<file path="src/ams_pkg.sv">
// Shared constants and types for the mode sequencer and its host
package ams_pkg;

	// ------------------------------------------------------------
	// Command words
	// ------------------------------------------------------------
	localparam logic [15:0] AMS_CMD_KEEP   = 16'h0000;
	localparam logic [15:0] AMS_CMD_LIGHT  = 16'h8200;
	localparam logic [15:0] AMS_CMD_FULL   = 16'h8300;
	localparam logic [15:0] AMS_CMD_AUTO   = 16'hA000;
	localparam logic [15:0] AMS_CMD_FIXED0 = 16'hC000;
	localparam logic [15:0] AMS_CMD_FIXED7 = 16'hDC00;
	localparam logic [15:0] AMS_CMD_STEP   = 16'h0400;
	localparam logic [15:0] AMS_CMD_AUX    = 16'hE000;

	// ------------------------------------------------------------
	// Frame shape and channels
	// ------------------------------------------------------------
	localparam int          AMS_CMD_BITS   = 16;
	localparam int          AMS_FRAME_FULL = 32;
	localparam int          AMS_NUM_CH     = 8;
	localparam logic [3:0]  AMS_AUX_CH     = 4'h8;
	localparam logic [7:0]  AMS_SCAN_DEF   = 8'hFF;

	// ------------------------------------------------------------
	// Timing
	// ------------------------------------------------------------
	localparam int AMS_CLK_HZ       = 25_000_000;
	localparam int AMS_LIGHT_WAKE_US = 20;
	localparam int AMS_LIGHT_WAKE_CYC =
		(AMS_LIGHT_WAKE_US * (AMS_CLK_HZ / 1_000_000));
	localparam int AMS_FULL_WAKE_MS  = 15;
	localparam int AMS_FULL_WAKE_CYC =
		(AMS_FULL_WAKE_MS * (AMS_CLK_HZ / 1_000));
	localparam int AMS_SCLK_HALF     = 4;
	localparam int AMS_CS_GAP        = 4;

	// ------------------------------------------------------------
	// Operating modes, one-hot
	// ------------------------------------------------------------
	typedef enum logic [5:0] {
		AMS_IDLE    = 6'h01,
		AMS_LIGHT   = 6'h02,
		AMS_FULL    = 6'h04,
		AMS_AUTO    = 6'h08,
		AMS_FIXED   = 6'h10,
		AMS_INVALID = 6'h20
	} ams_mode_t;

	// Manual channel word: channel 0..7 or auxiliary input
	function automatic logic ams_is_fixed(input logic [15:0] w);
		ams_is_fixed = (w == AMS_CMD_AUX) ||
			((w >= AMS_CMD_FIXED0) && (w <= AMS_CMD_FIXED7) && (w[9:0] == 10'h000));
	endfunction : ams_is_fixed

	// Channel number carried by a manual channel word
	function automatic logic [3:0] ams_fixed_ch(input logic [15:0] w);
		ams_fixed_ch = (w == AMS_CMD_AUX) ? AMS_AUX_CH : {1'b0, w[12:10]};
	endfunction : ams_fixed_ch

endpackage : ams_pkg

</file>
<file path="src/ams_link_if.sv">
// Serial link between host controller and converter sequencer
`timescale 1ns/1ps
interface ams_link_if;
	logic cs_n;     // Frame select, low during a frame
	logic sclk;     // Serial clock made by the host
	logic sdi;      // Command line, host to device
	logic sdo;      // Data line value, device to host
	logic sdo_oe;   // Device drives data line
	logic sdo_line; // Resolved data line level

	// Undriven data line reads low
	assign sdo_line = sdo_oe ? sdo : 1'b0;

	modport dev  (input cs_n, input sclk, input sdi, output sdo, output sdo_oe);
	modport host (output cs_n, output sclk, output sdi, input sdo_line);
endinterface : ams_link_if

</file>
<file path="src/ams_device.sv">
// Converter mode and channel sequencer, device end of the serial link
// ------------------------------------------------------------
// ------------------------------------------------------------
//
// Decided for this implementation: the scan-selection strobe-and-data port.
`timescale 1ns/1ps
module ams_device #(
	parameter int FULL_WAKE_CYCLES = ams_pkg::AMS_FULL_WAKE_CYC
) (
	// Clock and reset
	input  wire logic              clk_sys,
	input  wire logic              sys_rst,
	// Serial link
	ams_link_if.dev                link,
	// Scan selection and hardware sleep pin
	input  wire logic              sel_wr,
	input  wire logic [7:0]        sel_data,
	input  wire logic              hw_pd,
	// Status
	output ams_pkg::ams_mode_t     mode,
	output logic [7:0]             scan_sel,
	output logic                   sample_pulse,
	output logic [3:0]             sample_channel,
	output logic                   frame_data_valid,
	output logic                   ref_powered,
	output logic                   analog_ready,
	output logic [7:0]             channel_power
);
	import ams_pkg::*;

	// ------------------------------------------------------------
	// Link synchronisers
	// ------------------------------------------------------------
	logic cs_s1, cs_s2, cs_s3;
	logic sclk_s1, sclk_s2, sclk_s3;
	logic sdi_s1, sdi_s2, sdi_s3, hw_pd_s1, hw_pd_s2;

	// Two flops per pin; third flop finds edges and keeps data in step with them
	always_ff @(posedge clk_sys) begin
		if (sys_rst) begin
			{cs_s1, cs_s2, cs_s3} <= 3'h7;
			{sclk_s1, sclk_s2, sclk_s3} <= 3'h0;
			{sdi_s1, sdi_s2, sdi_s3} <= 3'h0;
			{hw_pd_s1, hw_pd_s2} <= 2'h0;
		end else begin
			{cs_s1, cs_s2, cs_s3} <= {link.cs_n, cs_s1, cs_s2};
			{sclk_s1, sclk_s2, sclk_s3} <= {link.sclk, sclk_s1, sclk_s2};
			{sdi_s1, sdi_s2, sdi_s3} <= {link.sdi, sdi_s1, sdi_s2};
			{hw_pd_s1, hw_pd_s2} <= {hw_pd, hw_pd_s1};
		end
	end

	// Edge strobes
	wire cs_fall   = cs_s3 & ~cs_s2;
	wire cs_rise   = ~cs_s3 & cs_s2;
	wire sclk_fall = sclk_s3 & ~sclk_s2 & ~cs_s2;

	// ------------------------------------------------------------
	// Command capture
	// ------------------------------------------------------------
	logic [15:0] cmd_sr;
	logic [5:0]  edge_cnt;

	localparam logic [5:0] CMD_EDGES  = 6'(AMS_CMD_BITS);
	localparam logic [5:0] FULL_EDGES = 6'(AMS_FRAME_FULL);

	wire cmd_open   = edge_cnt < CMD_EDGES;
	wire cmd_whole  = ~cmd_open;
	wire frame_long = edge_cnt >= FULL_EDGES;

	// Shift the first 16 bits on falling serial clock edges
	always_ff @(posedge clk_sys) begin
		if (sys_rst) begin
			cmd_sr   <= AMS_CMD_KEEP;
			edge_cnt <= 6'h00;
		end else if (cs_fall) begin
			edge_cnt <= 6'h00;
		end else if (sclk_fall) begin
			if (cmd_open)
				cmd_sr <= {cmd_sr[14:0], sdi_s3}; // Bit as it stood before the fall
			if (!frame_long)
				edge_cnt <= edge_cnt + 6'h01;
		end
	end

	// ------------------------------------------------------------
	// Command decode
	// ------------------------------------------------------------
	wire is_keep  = cmd_sr == AMS_CMD_KEEP;
	wire is_light = cmd_sr == AMS_CMD_LIGHT;
	wire is_full  = cmd_sr == AMS_CMD_FULL;
	wire is_auto  = cmd_sr == AMS_CMD_AUTO;
	wire is_fixed = ams_is_fixed(cmd_sr);
	wire is_conv  = is_auto | is_fixed;
	wire active   = (mode == AMS_AUTO) | (mode == AMS_FIXED);

	// ------------------------------------------------------------
	// Mode selection at the end of each frame
	// ------------------------------------------------------------
	ams_mode_t next_mode;

	always_comb begin
		next_mode = mode;
		if (cs_rise) begin
			if (!cmd_whole)
				next_mode = AMS_INVALID;
			else if (is_light)
				next_mode = AMS_LIGHT;
			else if (is_full)
				next_mode = AMS_FULL;
			else if (is_auto)
				next_mode = AMS_AUTO;
			else if (is_fixed)
				next_mode = AMS_FIXED;
			else if (is_keep)
				next_mode = mode;
			else if (mode == AMS_FULL)
				next_mode = AMS_LIGHT;
		end
	end

	// Hardware sleep pin: held in full sleep, mode and scan selection back to defaults on release
	logic hw_pd_q;
	wire  hw_release = hw_pd_q & ~hw_pd_s2;

	// Mode register and pin sleep tracking
	always_ff @(posedge clk_sys) begin
		if (sys_rst) begin
			mode    <= AMS_IDLE;
			hw_pd_q <= 1'b0;
		end else begin
			hw_pd_q <= hw_pd_s2;
			if (hw_pd_s2)
				mode <= AMS_FULL;
			else if (hw_release)
				mode <= AMS_IDLE;
			else
				mode <= next_mode;
		end
	end

	// Scan selection, kept across soft sleep
	always_ff @(posedge clk_sys) begin
		if (sys_rst)
			scan_sel <= AMS_SCAN_DEF;
		else if (hw_release)
			scan_sel <= AMS_SCAN_DEF;
		else if (sel_wr)
			scan_sel <= sel_data;
	end

	// ------------------------------------------------------------
	// Channel sequencing
	// ------------------------------------------------------------
	// First selected channel at or above start, wrapping round
	function automatic logic [2:0] find_next(input logic [7:0] sel,
	                                         input logic [3:0] start);
		logic [3:0] idx;
		logic       hit;
		find_next = 3'h0;
		hit       = 1'b0;
		for (int i = 0; i < AMS_NUM_CH; i++) begin
			idx = 4'((int'(start) + i) % AMS_NUM_CH);
			if (!hit && sel[idx[2:0]]) begin
				find_next = idx[2:0];
				hit       = 1'b1;
			end
		end
	endfunction : find_next

	logic       scan_restart;
	logic [3:0] fixed_ch;

	wire [3:0] scan_start = scan_restart ? 4'h0 : (sample_channel + 4'h1);
	wire [2:0] scan_ch    = find_next(scan_sel, scan_start);
	wire       take       = cs_fall & active;

	// Restart request and chosen manual channel, taken at frame end
	always_ff @(posedge clk_sys) begin
		if (sys_rst) begin
			scan_restart <= 1'b1;
			fixed_ch     <= 4'h0;
		end else if (cs_rise && cmd_whole && is_auto) begin
			scan_restart <= 1'b1;
		end else if (cs_rise && cmd_whole && is_fixed) begin
			fixed_ch     <= ams_fixed_ch(cmd_sr);
			scan_restart <= 1'b1;
		end else if (take && mode == AMS_AUTO) begin
			scan_restart <= 1'b0;
		end
	end

	// Sample strobe, channel and data valid at each frame start
	always_ff @(posedge clk_sys) begin
		if (sys_rst) begin
			sample_pulse     <= 1'b0;
			sample_channel   <= 4'h0;
			frame_data_valid <= 1'b0;
		end else begin
			sample_pulse <= take;
			if (take && mode == AMS_AUTO)
				sample_channel <= {1'b0, scan_ch};
			else if (take)
				sample_channel <= fixed_ch;
			if (cs_fall)
				frame_data_valid <= active;
		end
	end

	// ------------------------------------------------------------
	// Power and wake-up tracking
	// ------------------------------------------------------------
	localparam logic [19:0] LIGHT_WAKE = 20'(AMS_LIGHT_WAKE_CYC);
	localparam logic [19:0] FULL_WAKE  = 20'(FULL_WAKE_CYCLES);
	logic [19:0] wake_cnt;
	wire leave_light = (mode == AMS_LIGHT) & (next_mode != AMS_LIGHT);
	wire leave_full  = (mode == AMS_FULL) & (next_mode != AMS_FULL) & ~hw_pd_s2;

	// Wake delay after leaving a sleep state
	always_ff @(posedge clk_sys) begin
		if (sys_rst)
			wake_cnt <= 20'h00000;
		else if (leave_full || hw_release)
			wake_cnt <= FULL_WAKE;
		else if (leave_light)
			wake_cnt <= LIGHT_WAKE;
		else if (wake_cnt != 20'h00000)
			wake_cnt <= wake_cnt - 20'h00001;
	end

	// Power flags, reference off only in full sleep; data line held low while framed
	always_ff @(posedge clk_sys) begin
		if (sys_rst) begin
			ref_powered   <= 1'b1;
			analog_ready  <= 1'b0;
			channel_power <= 8'h00;
			link.sdo      <= 1'b0;
			link.sdo_oe   <= 1'b0;
		end else begin
			ref_powered  <= mode != AMS_FULL;
			analog_ready <= active & (wake_cnt == 20'h00000);
			if (mode == AMS_AUTO)
				channel_power <= scan_sel;
			else if (active)
				channel_power <= AMS_SCAN_DEF;
			else
				channel_power <= 8'h00;
			link.sdo     <= 1'b0;
			link.sdo_oe  <= ~cs_s2;
		end
	end

endmodule : ams_device

</file>
<file path="src/flat_wrapper.sv">
// flat-port wrapper written by rule: the top's interface ports become plain ports
module ams_device_flat import ams_pkg::*;
#(
	parameter int FULL_WAKE_CYCLES = ams_pkg::AMS_FULL_WAKE_CYC
)
  (clk_sys, sys_rst, sel_wr, sel_data, hw_pd, mode, scan_sel, sample_pulse, sample_channel, frame_data_valid, ref_powered, analog_ready, channel_power, link_cs_n, link_sclk, link_sdi, link_sdo, link_sdo_oe);
  ams_link_if link_i ();
  input  wire logic clk_sys;
  input  wire logic sys_rst;
  input  wire logic sel_wr;
  input  wire logic [7:0] sel_data;
  input  wire logic hw_pd;
  output ams_pkg::ams_mode_t mode;
  output logic [7:0] scan_sel;
  output logic sample_pulse;
  output logic [3:0] sample_channel;
  output logic frame_data_valid;
  output logic ref_powered;
  output logic analog_ready;
  output logic [7:0] channel_power;
  input wire logic [$bits(link_i.cs_n)-1:0] link_cs_n;
  input wire logic [$bits(link_i.sclk)-1:0] link_sclk;
  input wire logic [$bits(link_i.sdi)-1:0] link_sdi;
  output wire logic [$bits(link_i.sdo)-1:0] link_sdo;
  output wire logic [$bits(link_i.sdo_oe)-1:0] link_sdo_oe;
  assign link_i.cs_n = link_cs_n;
  assign link_i.sclk = link_sclk;
  assign link_i.sdi = link_sdi;
  assign link_sdo = link_i.sdo;
  assign link_sdo_oe = link_i.sdo_oe;
  ams_device #(.FULL_WAKE_CYCLES(FULL_WAKE_CYCLES)) u_core (.clk_sys(clk_sys), .sys_rst(sys_rst), .link(link_i), .sel_wr(sel_wr), .sel_data(sel_data), .hw_pd(hw_pd), .mode(mode), .scan_sel(scan_sel), .sample_pulse(sample_pulse), .sample_channel(sample_channel), .frame_data_valid(frame_data_valid), .ref_powered(ref_powered), .analog_ready(analog_ready), .channel_power(channel_power));
endmodule
</file>
<file path="config.mk">
export PLATFORM = sky130hd
export DESIGN_NAME = ams_device_flat
export DESIGN_NICKNAME = d
export VERILOG_FILES = /design/src/ams_pkg.sv /design/src/ams_link_if.sv /design/src/ams_device.sv /design/src/flat_wrapper.sv
export SDC_FILE = /design/constraint.sdc
export NUM_CORES = 1
export LEC_CHECK = 0
export BUFFER_PORTS_ARGS = -buffer_cell sky130_fd_sc_hd__buf_2
export CORE_ASPECT_RATIO = 1.1
export CORE_MARGIN = 4
export CORE_UTILIZATION = 60
export DETAILED_ROUTE_END_ITERATION = 7
export PLACE_DENSITY = 0.91
export SYNTH_ARGS = -nofsm -noshare
export SYNTH_HDL_FRONTEND = slang
export SYNTH_SLANG_ARGS = --single-unit
</file>
<file path="constraint.sdc">
create_clock -name clk_sys -period 7.1 [get_ports clk_sys]
set_input_delay 0 -clock clk_sys [delete_from_list [all_inputs] [get_ports clk_sys]]
set_output_delay 0 -clock clk_sys [all_outputs]
set_load 0.01 [all_outputs]
</file>
After elaboration in Yosys (flattened, before gate mapping). Index checks and enable logic that the tools add are counted.

Output and inout bits: 32. Bits in registers: 90. Logic and storage cells: 171. Input bits: 15.

Multiplexer cells: 50. Bitwise gates (word level): 19. $lt $le $gt $ge: 12. Add/sub/neg operators: 10. Equality and inequality tests: 11. Reduce and logical (&&, ||, !) cells: 39.

Operators by type and width (count): $eq 16x16->1 const B (4); $mux 19 (3); $mux 6 (8); $mux 3 (13); $lt 3x4->1 const B (8); $bmux 1 s3 (8); $logic_not 20->1 (1); $reduce_bool 20->1 (1); $sub 20x1->20 const B (1); $ge 16x16->1 const B (1); $le 16x16->1 const B (1); $logic_not 16->1 (1); $mux 8 (2); $mux 1 (15); $logic_and 1x1->1 (13); $add 3x3->3 const B (4); $ne 6x3->1 const B (2); $and 1x1->1 (10); $logic_not 10->1 (1); $reduce_or 3->1 (3); $not 1->1 (8); $reduce_or 2->1 (4); $logic_not 1->1 (7); $add 3x1->3 const B (2); 16 further kinds (20).

Logic depth before layout (Yosys ltp). Gate-level depths: netlist of the first run.

Depth after elaboration: 27. Mapped depth: 10. Gate-level depth less buffers: 9.

Worst setup path before layout of the first run. OpenSTA, ideal clock, no wires.

Path kind: register -> register. Start: register u_core.sample_channel[0]. End: register u_core.sample_channel[1]. Buffers on the path: 1. Data arrival time: 3.033 ns. Required time: 6.975 ns. Library setup time: 0.125 ns. Slack: 3.942 ns. Cell stages (with the launch flop): 10. Path through: dfxtp_1 > ha_1 > clkbuf_1 > mux2_1 > o221ai_1 > o221ai_1 > or4_4 > or4_1 > a211oi_1 > a211oi_1.

Longest elaborated chain between the ends: 27.

Ends and longest elaborated chain: from (decl) (RTL line ams_device.sv:23) `output logic [3:0] sample_channel,`; from (signal assigned) (RTL line ams_device.sv:202) `sample_channel <= {1'b0, scan_ch};`; from (signal assigned) (RTL line ams_device.sv:204) `sample_channel <= fixed_ch;`; $add 3x1->3 * (RTL line ams_device.sv:174) `wire [3:0] scan_start = scan_restart ? 4'h0 : (sample_channel + 4'h1);`; $mux 3 * (RTL line ams_device.sv:174); branches (longest 23 deep; another with $add 3x1->3); $mux 3 * (RTL line ams_device.sv:164) `if (!hit && sel[idx[2:0]]) begin`; $mux 3 * (RTL line ams_device.sv:201) `if (take && mode == AMS_AUTO)`.

Mark *: on every way between the ends. The select of a mux whose other input is x is not followed. A chain may end at the register's enable or synchronous reset.

Final worst setup path of the first run. Same ends and word-level chain as after synthesis.

==> flow_metrics.env, run 1 <==
export IMPL_core_rowCount=33
export IMPL_grt_pass1_vias=4031
export IMPL_clk_latency_ns=0.35
export IMPL_synth_edf_count=0
export IMPL_drt_iter0_markers=271
export IMPL_synth_top_family_by_area="simple AND/OR/NAND/NOR gates"
export IMPL_worst_slew_pin_slew_ns=1.211
export IMPL_synth_seq_cells=90
export IMPL_grt_overflow=0
export IMPL_synth_xor_xnor_area_share_pct=5.105
export IMPL_ys_seq_area_share_pct=39.10
export IMPL_root_buffer="clkbuf_8"
export IMPL_synth_cell_type_count=66
export IMPL_wl_per_cell_microns=16.17
export IMPL_synth_warnings=0
export IMPL_synth_compound_area_share_pct=18.68
export IMPL_synthAdderAreaFrac_pct=1.358
export IMPL_crit_type="reg -> reg"
export IMPL_setup_tns_ns=0
export IMPL_clock_path_buffers=2
export IMPL_antenna_found_initial=0
export IMPL_synthToLayoutAreaGrowth_pct=12.54
export IMPL_leakage_nw=1.968
export IMPL_hpwl_microns=8014
export IMPL_synthCells=557
export IMPL_synth_ff_type="dfxtp_1"
export IMPL_rsz0062_at_grt="no"
export IMPL_num_vias=4368
export IMPL_max_slew_margin_pct=18.16
export IMPL_htreeDepth=3
export IMPL_hold_viol=0
export IMPL_finalClockSkew_ns=0.01023
export IMPL_remaining_drc_errors=0
export IMPL_cts_resized=0
export IMPL_drive_gt1_share_pct=12.52
export IMPL_critPathMaxStageDelay_ns=0.75
export IMPL_synth_async_reset_ratio_pct=0
export IMPL_tritoncts="done"
export IMPL_p_per_area_nw_per_um2=253.5
export IMPL_cp_end_kind="register"
export IMPL_synthMuxAreaShare_pct=6.842
export IMPL_antenna_left=0
export IMPL_die_height_microns=99.92
export IMPL_arrival_ns=4.21
export IMPL_setup_viol=0
export IMPL_wl_met2_microns=5576
export IMPL_utilization_pct=69.40
export IMPL_period_share_pct=56.02
export IMPL_r2r_cells=9
export IMPL_yosys_top_cells_area="dfxtp_1 (39%), nand2_1 (6.0%), nor2_1 (4.6%)"
export IMPL_viasPerCell=6.135
export IMPL_nets=622
export IMPL_drt_met1_wl_microns=4738
export IMPL_status="completed"
export IMPL_grt_pass1_wl_microns=19260
export IMPL_finalMaxSlewViolations=0
export IMPL_synth_largest_area_cell="dfxtp_1"
export IMPL_hold_path_class="in -> reg"
export IMPL_crit_chain="ha_1, nor2b_1, o21ai_0, o21ai_0, o221ai_1, or4_4, or4_1, a211oi_1, a211oi_1"
export IMPL_synth_net_count=577
export IMPL_crit_slowest_cell="dfxtp_1"
export IMPL_dr_pass1_iters=5
export IMPL_highest_layer="met4"
export IMPL_io_buffers=45
export IMPL_synth_simple_area_share_pct=25.01
export IMPL_yosys_area_top_type_share_pct=39.10
export IMPL_core_sq_um=7473
export IMPL_drv_cap=0
export IMPL_cts_sinks=90
export IMPL_cts_buffers=9
export IMPL_crit_fanout=21
export IMPL_cp_start_kind="register"
export IMPL_synthesis_area_sq_um=4608
export IMPL_worstPathRequired_ns=7.34
export IMPL_avgSynthCellArea_sq_um=8.273
export IMPL_gp_congestion=0.9987
export IMPL_fmax_ghz=0.2514
export IMPL_routed_wl_microns=11510
export IMPL_finalCriticalPeriod_ns=3.977
export IMPL_dieArea_sq_um=9148
export IMPL_ir_drop_mv=0.1388
export IMPL_dr_wl_met3_microns=778
export IMPL_grt_start_max_net_pins=51
export IMPL_n_antenna_cell=0
export IMPL_pin_count=47
export IMPL_clk_pin_slew_ns=0.09
export IMPL_die_x_microns=91.56
export IMPL_start_util_pct=61.66
export IMPL_grtUsageTotal_pct=25.85
export IMPL_hold_depth=3
## metal layers
| metal | vias to the layer above | GRT usage (%) |
|---|---|---|
| met2 | 217 | 43.11 |
| met5 | - | 0 |
| met1 | 2027 | 32.45 |
| met3 | 42 | 5.022 |
| met4 | 0 | 11.72 |
| li1 | 2082 | - |
## worst paths after layout
kind | start | slack, ns | endpoint
setup reg to reg | u_core.sample_channel[0]$_SDFFE_PP0P_ | 3.12 | u_core.sample_channel[1]$_SDFFE_PP0P_
hold / removal | sel_wr | 0.05 | u_core.scan_sel[5]$_SDFFE_PP1P_
setup / recovery | u_core.sample_channel[0]$_SDFFE_PP0P_ | 3.12 | u_core.sample_channel[1]$_SDFFE_PP0P_
hold reg to reg | u_core.cs_s1$_SDFF_PP1_ | 0.42 | u_core.cs_s2$_SDFF_PP1_
## critical path, delay by kind of cell (launching register included)
family                     cells  cell delay, ns
and+or+nand+nor                3            1.59
AOI/OAI and AO/OA              5            1.06
DFF                            1            0.75
adders and majority gates      1            0.47
## cell usage in the layout (no fill, tap or decap), types with 5 or more instances in the layout
cell / synthesis / routed
nor4_1: 9 / 9
nand2_1: 74 / 74
nand4_1: 5 / 5
mux2i_1: 18 / 18
nor2_1: 56 / 56
a31oi_1: 5 / 5
a21oi_1: 37 / 37
buf_2: 0 / 45
xnor2_1: 15 / 15
xor2_1: 10 / 10
nor4b_1: 6 / 6
nor3_1: 14 / 14
nand3_1: 14 / 14
dfxtp_1: 90 / 90
or2_2: 6 / 6
dlygate4sd3_1: 0 / 12
nand2b_1: 5 / 5
o21ai_1: 13 / 13
a211oi_1: 5 / 5
o211ai_1: 8 / 8
ha_1: 5 / 5
o21ai_0: 15 / 15
a32oi_1: 7 / 7
clkbuf_8: 0 / 9
nor2b_1: 16 / 16
inv_1: 19 / 19
o21a_1: 10 / 10
## stage by stage
stage	std cells	hold WS, ns	total power, mW	instance area [sq um]	setup WS [ns]
2_1_floorplan	557	0.1038	0.8827	4608	3.942
3_3_place_gp	684	0.1861	0.9347	4860	3.329
3_5_place_dp	684	0.1866	0.9516	4860	3.193
4_1_cts	712	0.02062	1.317	5186	3.207
5_1_grt	712	0.03988	1.389	5186	2.728
6_report	712	0.05478	1.315	5186	3.123
## area by class of cell
class	count	area [sq um]
Tap cell	105	131.4
Timing Repair Buffer	57	345.3
Sequential cell	90	1802
Inverter	19	71.32
Multi-Input combinational cell	425	2630
Fill cell	576	2287
Clock inverter	7	82.58
Clock buffer	9	123.9
## where the power goes
group          total, mW  switching, mW  internal [mW]
clock network      0.364          0.195          0.169
logic              0.329          0.180          0.150
registers          0.621         0.0570          0.564
## cells in the mapped netlist, types with 4 or more instances
cell / instances
nand4_1: 5
nor4b_1: 6
mux2i_1: 18
o211ai_1: 8
nor4_1: 9
or3_1: 4
nand4b_1: 4
o21ai_0: 15
o21ai_1: 13
nor2_1: 56
nor2b_1: 16
nor3b_1: 4
dfxtp_1: 90
a22oi_1: 4
a211oi_1: 5
or2_2: 6
clkbuf_1: 20
ha_1: 5
a32oi_1: 7
inv_1: 19
nand2_1: 74
a31oi_1: 5
nand2b_1: 5
xor2_1: 10
or2_1: 4
and2_1: 4
o21a_1: 10
a21oi_1: 37
xnor2_1: 15
nor3_1: 14
nand3_1: 14
## flip-flops by register name, indices dropped and copies added (netlist names), 4 cells and up
name / cells
u_core.channel_power: 8
u_core.cmd_sr: 16
u_core.edge_cnt: 6
u_core.fixed_ch: 4
u_core.mode: 6
u_core.sample_channel: 4
u_core.scan_sel: 8
u_core.wake_cnt: 20
## kinds of logic (layout without fill, tap and decap cells)
family          count (synthesis)  count (layout)
simple gates                  234             234
fa+ha+maj                       5               5
buf+inv                        42              92
flops                          90              90
xor+xnor                       26              26
mux                            27              27
other cells                     1               1
compound gates                132             132
## timing repair
| action | in CTS | in global routing |
|---|---|---|
| setup buffers | 0 | 0 |
| hold buffers | 12 | 0 |
| endpoints found under the hold margin | 12 | 0 |
Power figures use the tool's default switching activity.
==> inputs of run 2 (changes only) <==
--- a/config.mk
+++ b/config.mk
@@ -5,12 +5,13 @@
 export SDC_FILE = /design/constraint.sdc
 export NUM_CORES = 1
 export LEC_CHECK = 0
+export ABC_AREA = 1
 export BUFFER_PORTS_ARGS = -buffer_cell sky130_fd_sc_hd__buf_2
 export CORE_ASPECT_RATIO = 1.1
 export CORE_MARGIN = 4
-export CORE_UTILIZATION = 60
+export CORE_UTILIZATION = 53
 export DETAILED_ROUTE_END_ITERATION = 7
-export PLACE_DENSITY = 0.91
+export PLACE_DENSITY = 0.86
 export SYNTH_ARGS = -nofsm -noshare
 export SYNTH_HDL_FRONTEND = slang
 export SYNTH_SLANG_ARGS = --single-unit
==> constraint.sdc (replaced) <==
create_clock -name clk_sys -period 3.6 [get_ports clk_sys]
set_input_delay 0 -clock clk_sys [delete_from_list [all_inputs] [get_ports clk_sys]]
set_output_delay 0 -clock clk_sys [all_outputs]
set_load 0.01 [all_outputs]
==> run 2 against run 1 <==
Sequential cell count is the same. Cell count rose by 22%. Critical endpoint is now u_core.sample_channel[0]$_SDFFE_PP0P_. Clock skew is essentially flat. Largest power group unchanged. Design area rose by 1.4%. Wire length rose by 1.2%. Setup slack got worse by 2.0 ns. Area after synthesis rose by 1.3%. Non-clock buffer count up 1. Fmax grew 63%.
==> flow_metrics.env, run 2 <==
export IMPL_status="completed"
export IMPL_fmax_ghz=0.4097
export IMPL_finalMaxSlewViolations=0
export IMPL_n_antenna_cell=0
export IMPL_routed_wl_microns=11660
export IMPL_synth_compound_area_share_pct=11.20
export IMPL_yosys_area_top_type_share_pct=38.59
export IMPL_drive_gt1_share_pct=12.11
export IMPL_hold_viol=0
export IMPL_ir_drop_mv=0.2844
export IMPL_clock_path_buffers=2
export IMPL_cp_common_cell="nand3_1"
export IMPL_cts_resized=0
export IMPL_clk_latency_ns=0.35
export IMPL_grt_pass1_vias=4404
export IMPL_synth_top_family_by_area="simple AND/OR/NAND/NOR gates"
export IMPL_synthAdderAreaFrac_pct=1.340
export IMPL_rsz0062_at_grt="no"
export IMPL_placedInstanceArea_sq_um=4950
export IMPL_synthesis_area_sq_um=4669
export IMPL_final_common_cell="nand2_1"
export IMPL_hold_path_class="in -> reg"
export IMPL_cp_end_kind="register"
export IMPL_synth_simple_area_share_pct=36.60
export IMPL_synthToLayoutAreaGrowth_pct=12.67
export IMPL_grtUsageTotal_pct=22.39
export IMPL_yosys_top_cells_count="nand2_1 (168), nor2_1 (110), dfxtp_1 (90)"
export IMPL_drv_cap=0
export IMPL_core_sq_um=8496
export IMPL_leakage_nw=2.584
export IMPL_grt_overflow=0
export IMPL_hold_slack_ns=0.04862
export IMPL_synth_cell_type_count=42
export IMPL_highest_layer="met4"
export IMPL_synth_warnings=0
export IMPL_synth_ff_type="dfxtp_1"
export IMPL_fin_total_pwr_mw=2.823
export IMPL_yosys_top_cells_area="dfxtp_1 (39%), nand2_1 (14%), nor2_1 (8.8%)"
export IMPL_antenna_left=0
export IMPL_fillers=771
export IMPL_period_share_pct=67.79
export IMPL_dr_wl_met3_microns=774
export IMPL_crit_fanout=9
export IMPL_yosysMostFrequentCell="nand2_1"
export IMPL_dieArea_sq_um=10380
export IMPL_p_per_area_nw_per_um2=536.5
export IMPL_num_vias=4725
export IMPL_wl_per_cell_microns=13.38
export IMPL_synth_largest_area_cell="dfxtp_1"
export IMPL_crit_type="reg -> reg"
export IMPL_finalCriticalPeriod_ns=2.441
export IMPL_nets=775
export IMPL_final_area_sq_um=5261
export IMPL_avgSynthCellArea_sq_um=6.652
export IMPL_synth_seq_cells=90
export IMPL_io_buffers=45
export IMPL_dr_pass1_iters=5
export IMPL_finalClockSkew_ns=0.01062
export IMPL_core_rowCount=35
export IMPL_max_flop_register="u_core.wake_cnt"
export IMPL_setup_tns_ns=0
export IMPL_viasPerCell=5.425
export IMPL_synthCells=702
export IMPL_grt_pass1_wl_microns=19460
export IMPL_tritoncts="done"
export IMPL_largest_reg_flops=20
export IMPL_synth_net_count=722
export IMPL_synth_xor_xnor_area_share_pct=3.189
export IMPL_synth_edf_count=0
export IMPL_ff_latch_area_sq_um=1802
export IMPL_mostFrequentLayoutCells="nand2_1 (168), nor2_1 (110), dfxtp_1 (90)"
export IMPL_die_x_microns=97.50
export IMPL_synthMuxAreaShare_pct=0
export IMPL_crit_chain="ha_1, nand2_4, inv_2, nand3_1, nand2_1, nor2_1, nor2_1, nand4_2, nor2_4, nand3_2, nand3_1, nand3_1, a21oi_2"
export IMPL_pin_count=47
export IMPL_clk_pin_slew_ns=0.09
export IMPL_arrival_ns=2.73
export IMPL_worstPathRequired_ns=3.89
export IMPL_drt_iter0_markers=447
export IMPL_grt_start_max_net_pins=32
export IMPL_htreeDepth=3
export IMPL_wl_met2_microns=5756
export IMPL_reg_top3="u_core.wake_cnt: 20 flops, u_core.cmd_sr: 16 flops"
export IMPL_crit_slowest_cell="ha_1"
export IMPL_critPathMaxStageDelay_ns=0.39
export IMPL_antenna_found_initial=0
export IMPL_worst_slew_pin_slew_ns=0.9560
export IMPL_start_util_pct=54.96
export IMPL_cp_start_kind="register"
export IMPL_setup_viol=0
export IMPL_cts_buffers=9
export IMPL_remaining_drc_errors=0
export IMPL_gp_congestion=0.9769
export IMPL_die_height_microns=106.4
export IMPL_max_slew_margin_pct=36.03
export IMPL_ys_seq_area_share_pct=38.59
export IMPL_cts_sinks=90
export IMPL_crit_buf_inv=1
export IMPL_root_buffer="clkbuf_8"
export IMPL_hpwl_microns=8466
export IMPL_multiInputGateArea_sq_um=2447
export IMPL_postCtsSetupBuffers=0
export IMPL_path_delay_family="simple AND/OR/NAND/NOR gates"
export IMPL_drt_met1_wl_microns=4853
export IMPL_synth_async_reset_ratio_pct=0
## run 2: cell count changes in the layout (fill, tap and decap cells not counted), sizes merged, moves of 7 or more
cell and delta:
mux2i -19, xnor2 -7, nand2 +101, a21oi +11, o21a -9, or2 -8, nor2 +64, a32oi -7
nor2b -15, inv +64, nand3 +44
## run 2: worst reg2reg max path: stages, from the launching register on
cell and delay [ns]:
dfxtp_1 0.37, ha_1 0.39, nand2_4 0.12, inv_2 0.18
nand3_1 0.12, nand2_1 0.11, nor2_1 0.05, nor2_1 0.23
nand4_2 0.21, nor2_4 0.18, nand3_2 0.10, nand3_1 0.09
nand3_1 0.10, a21oi_2 0.13
## run 2: area by class of cell
type,count,area share (%)
Clock buffer,13,3.210
Clock inverter,3,0.4281
Inverter,87,6.254
Multi-Input combinational cell,509,46.52
Sequential cell,90,34.24
Tap cell,111,2.640
Timing Repair Buffer,58,6.706
## run 2: metal layers
metal	up-vias	GRT usage (%)
met1	2157	26.51
met4	0	8.902
li1	2351	-
met5	-	0
met2	188	40.01
met3	29	3.937
## run 2: cells by family (layout without fill, tap and decap cells)
group           after synthesis  after routing
simple gates                390            390
buf+inv                     103            161
compound gates               96             96
flops                        90             90
xor+xnor                     17             17
fa+ha+maj                     5              5
other cells                   1              1
## run 2: path summary, 6_finish.rpt
kind                                                             from                                    end  slack, ns  depth (start not counted)
worst max-delay path            u_core.sample_channel[0]$_SDFFE_PP0P_  u_core.sample_channel[0]$_SDFFE_PP0P_       1.16                         13
worst max register to register  u_core.sample_channel[0]$_SDFFE_PP0P_  u_core.sample_channel[0]$_SDFFE_PP0P_       1.16                         13
worst min register to register               u_core.sdi_s1$_SDFF_PP0_               u_core.sdi_s2$_SDFF_PP0_       0.41                          2
worst min-delay path                                           sel_wr        u_core.scan_sel[2]$_SDFFE_PP1P_       0.05                          2
## run 2: repair_timing
| item | CTS | global route |
|---|---|---|
| hold buffers | 12 | 0 |
| setup endpoints to repair | 0 | 0 |
| endpoints found under the hold margin | 12 | 0 |
## run 2: stage by stage
stage / instances / util [%] / setup WS (ns)
after CTS: 871 / 61.93 / 1.199
after detailed placement: 843 / 58.26 / 1.229
after global placement: 843 / 58.26 / 1.273
after floorplan: 702 / - / 1.561
after global routing: 871 / 61.93 / 0.9608
final: 871 / 61.93 / 1.159
## run 2: where the power goes
group	internal [mW]	switching, mW	total, mW
combinational	0.369	0.570	0.939
clock	0.308	0.348	0.656
sequential	1.11	0.115	1.23
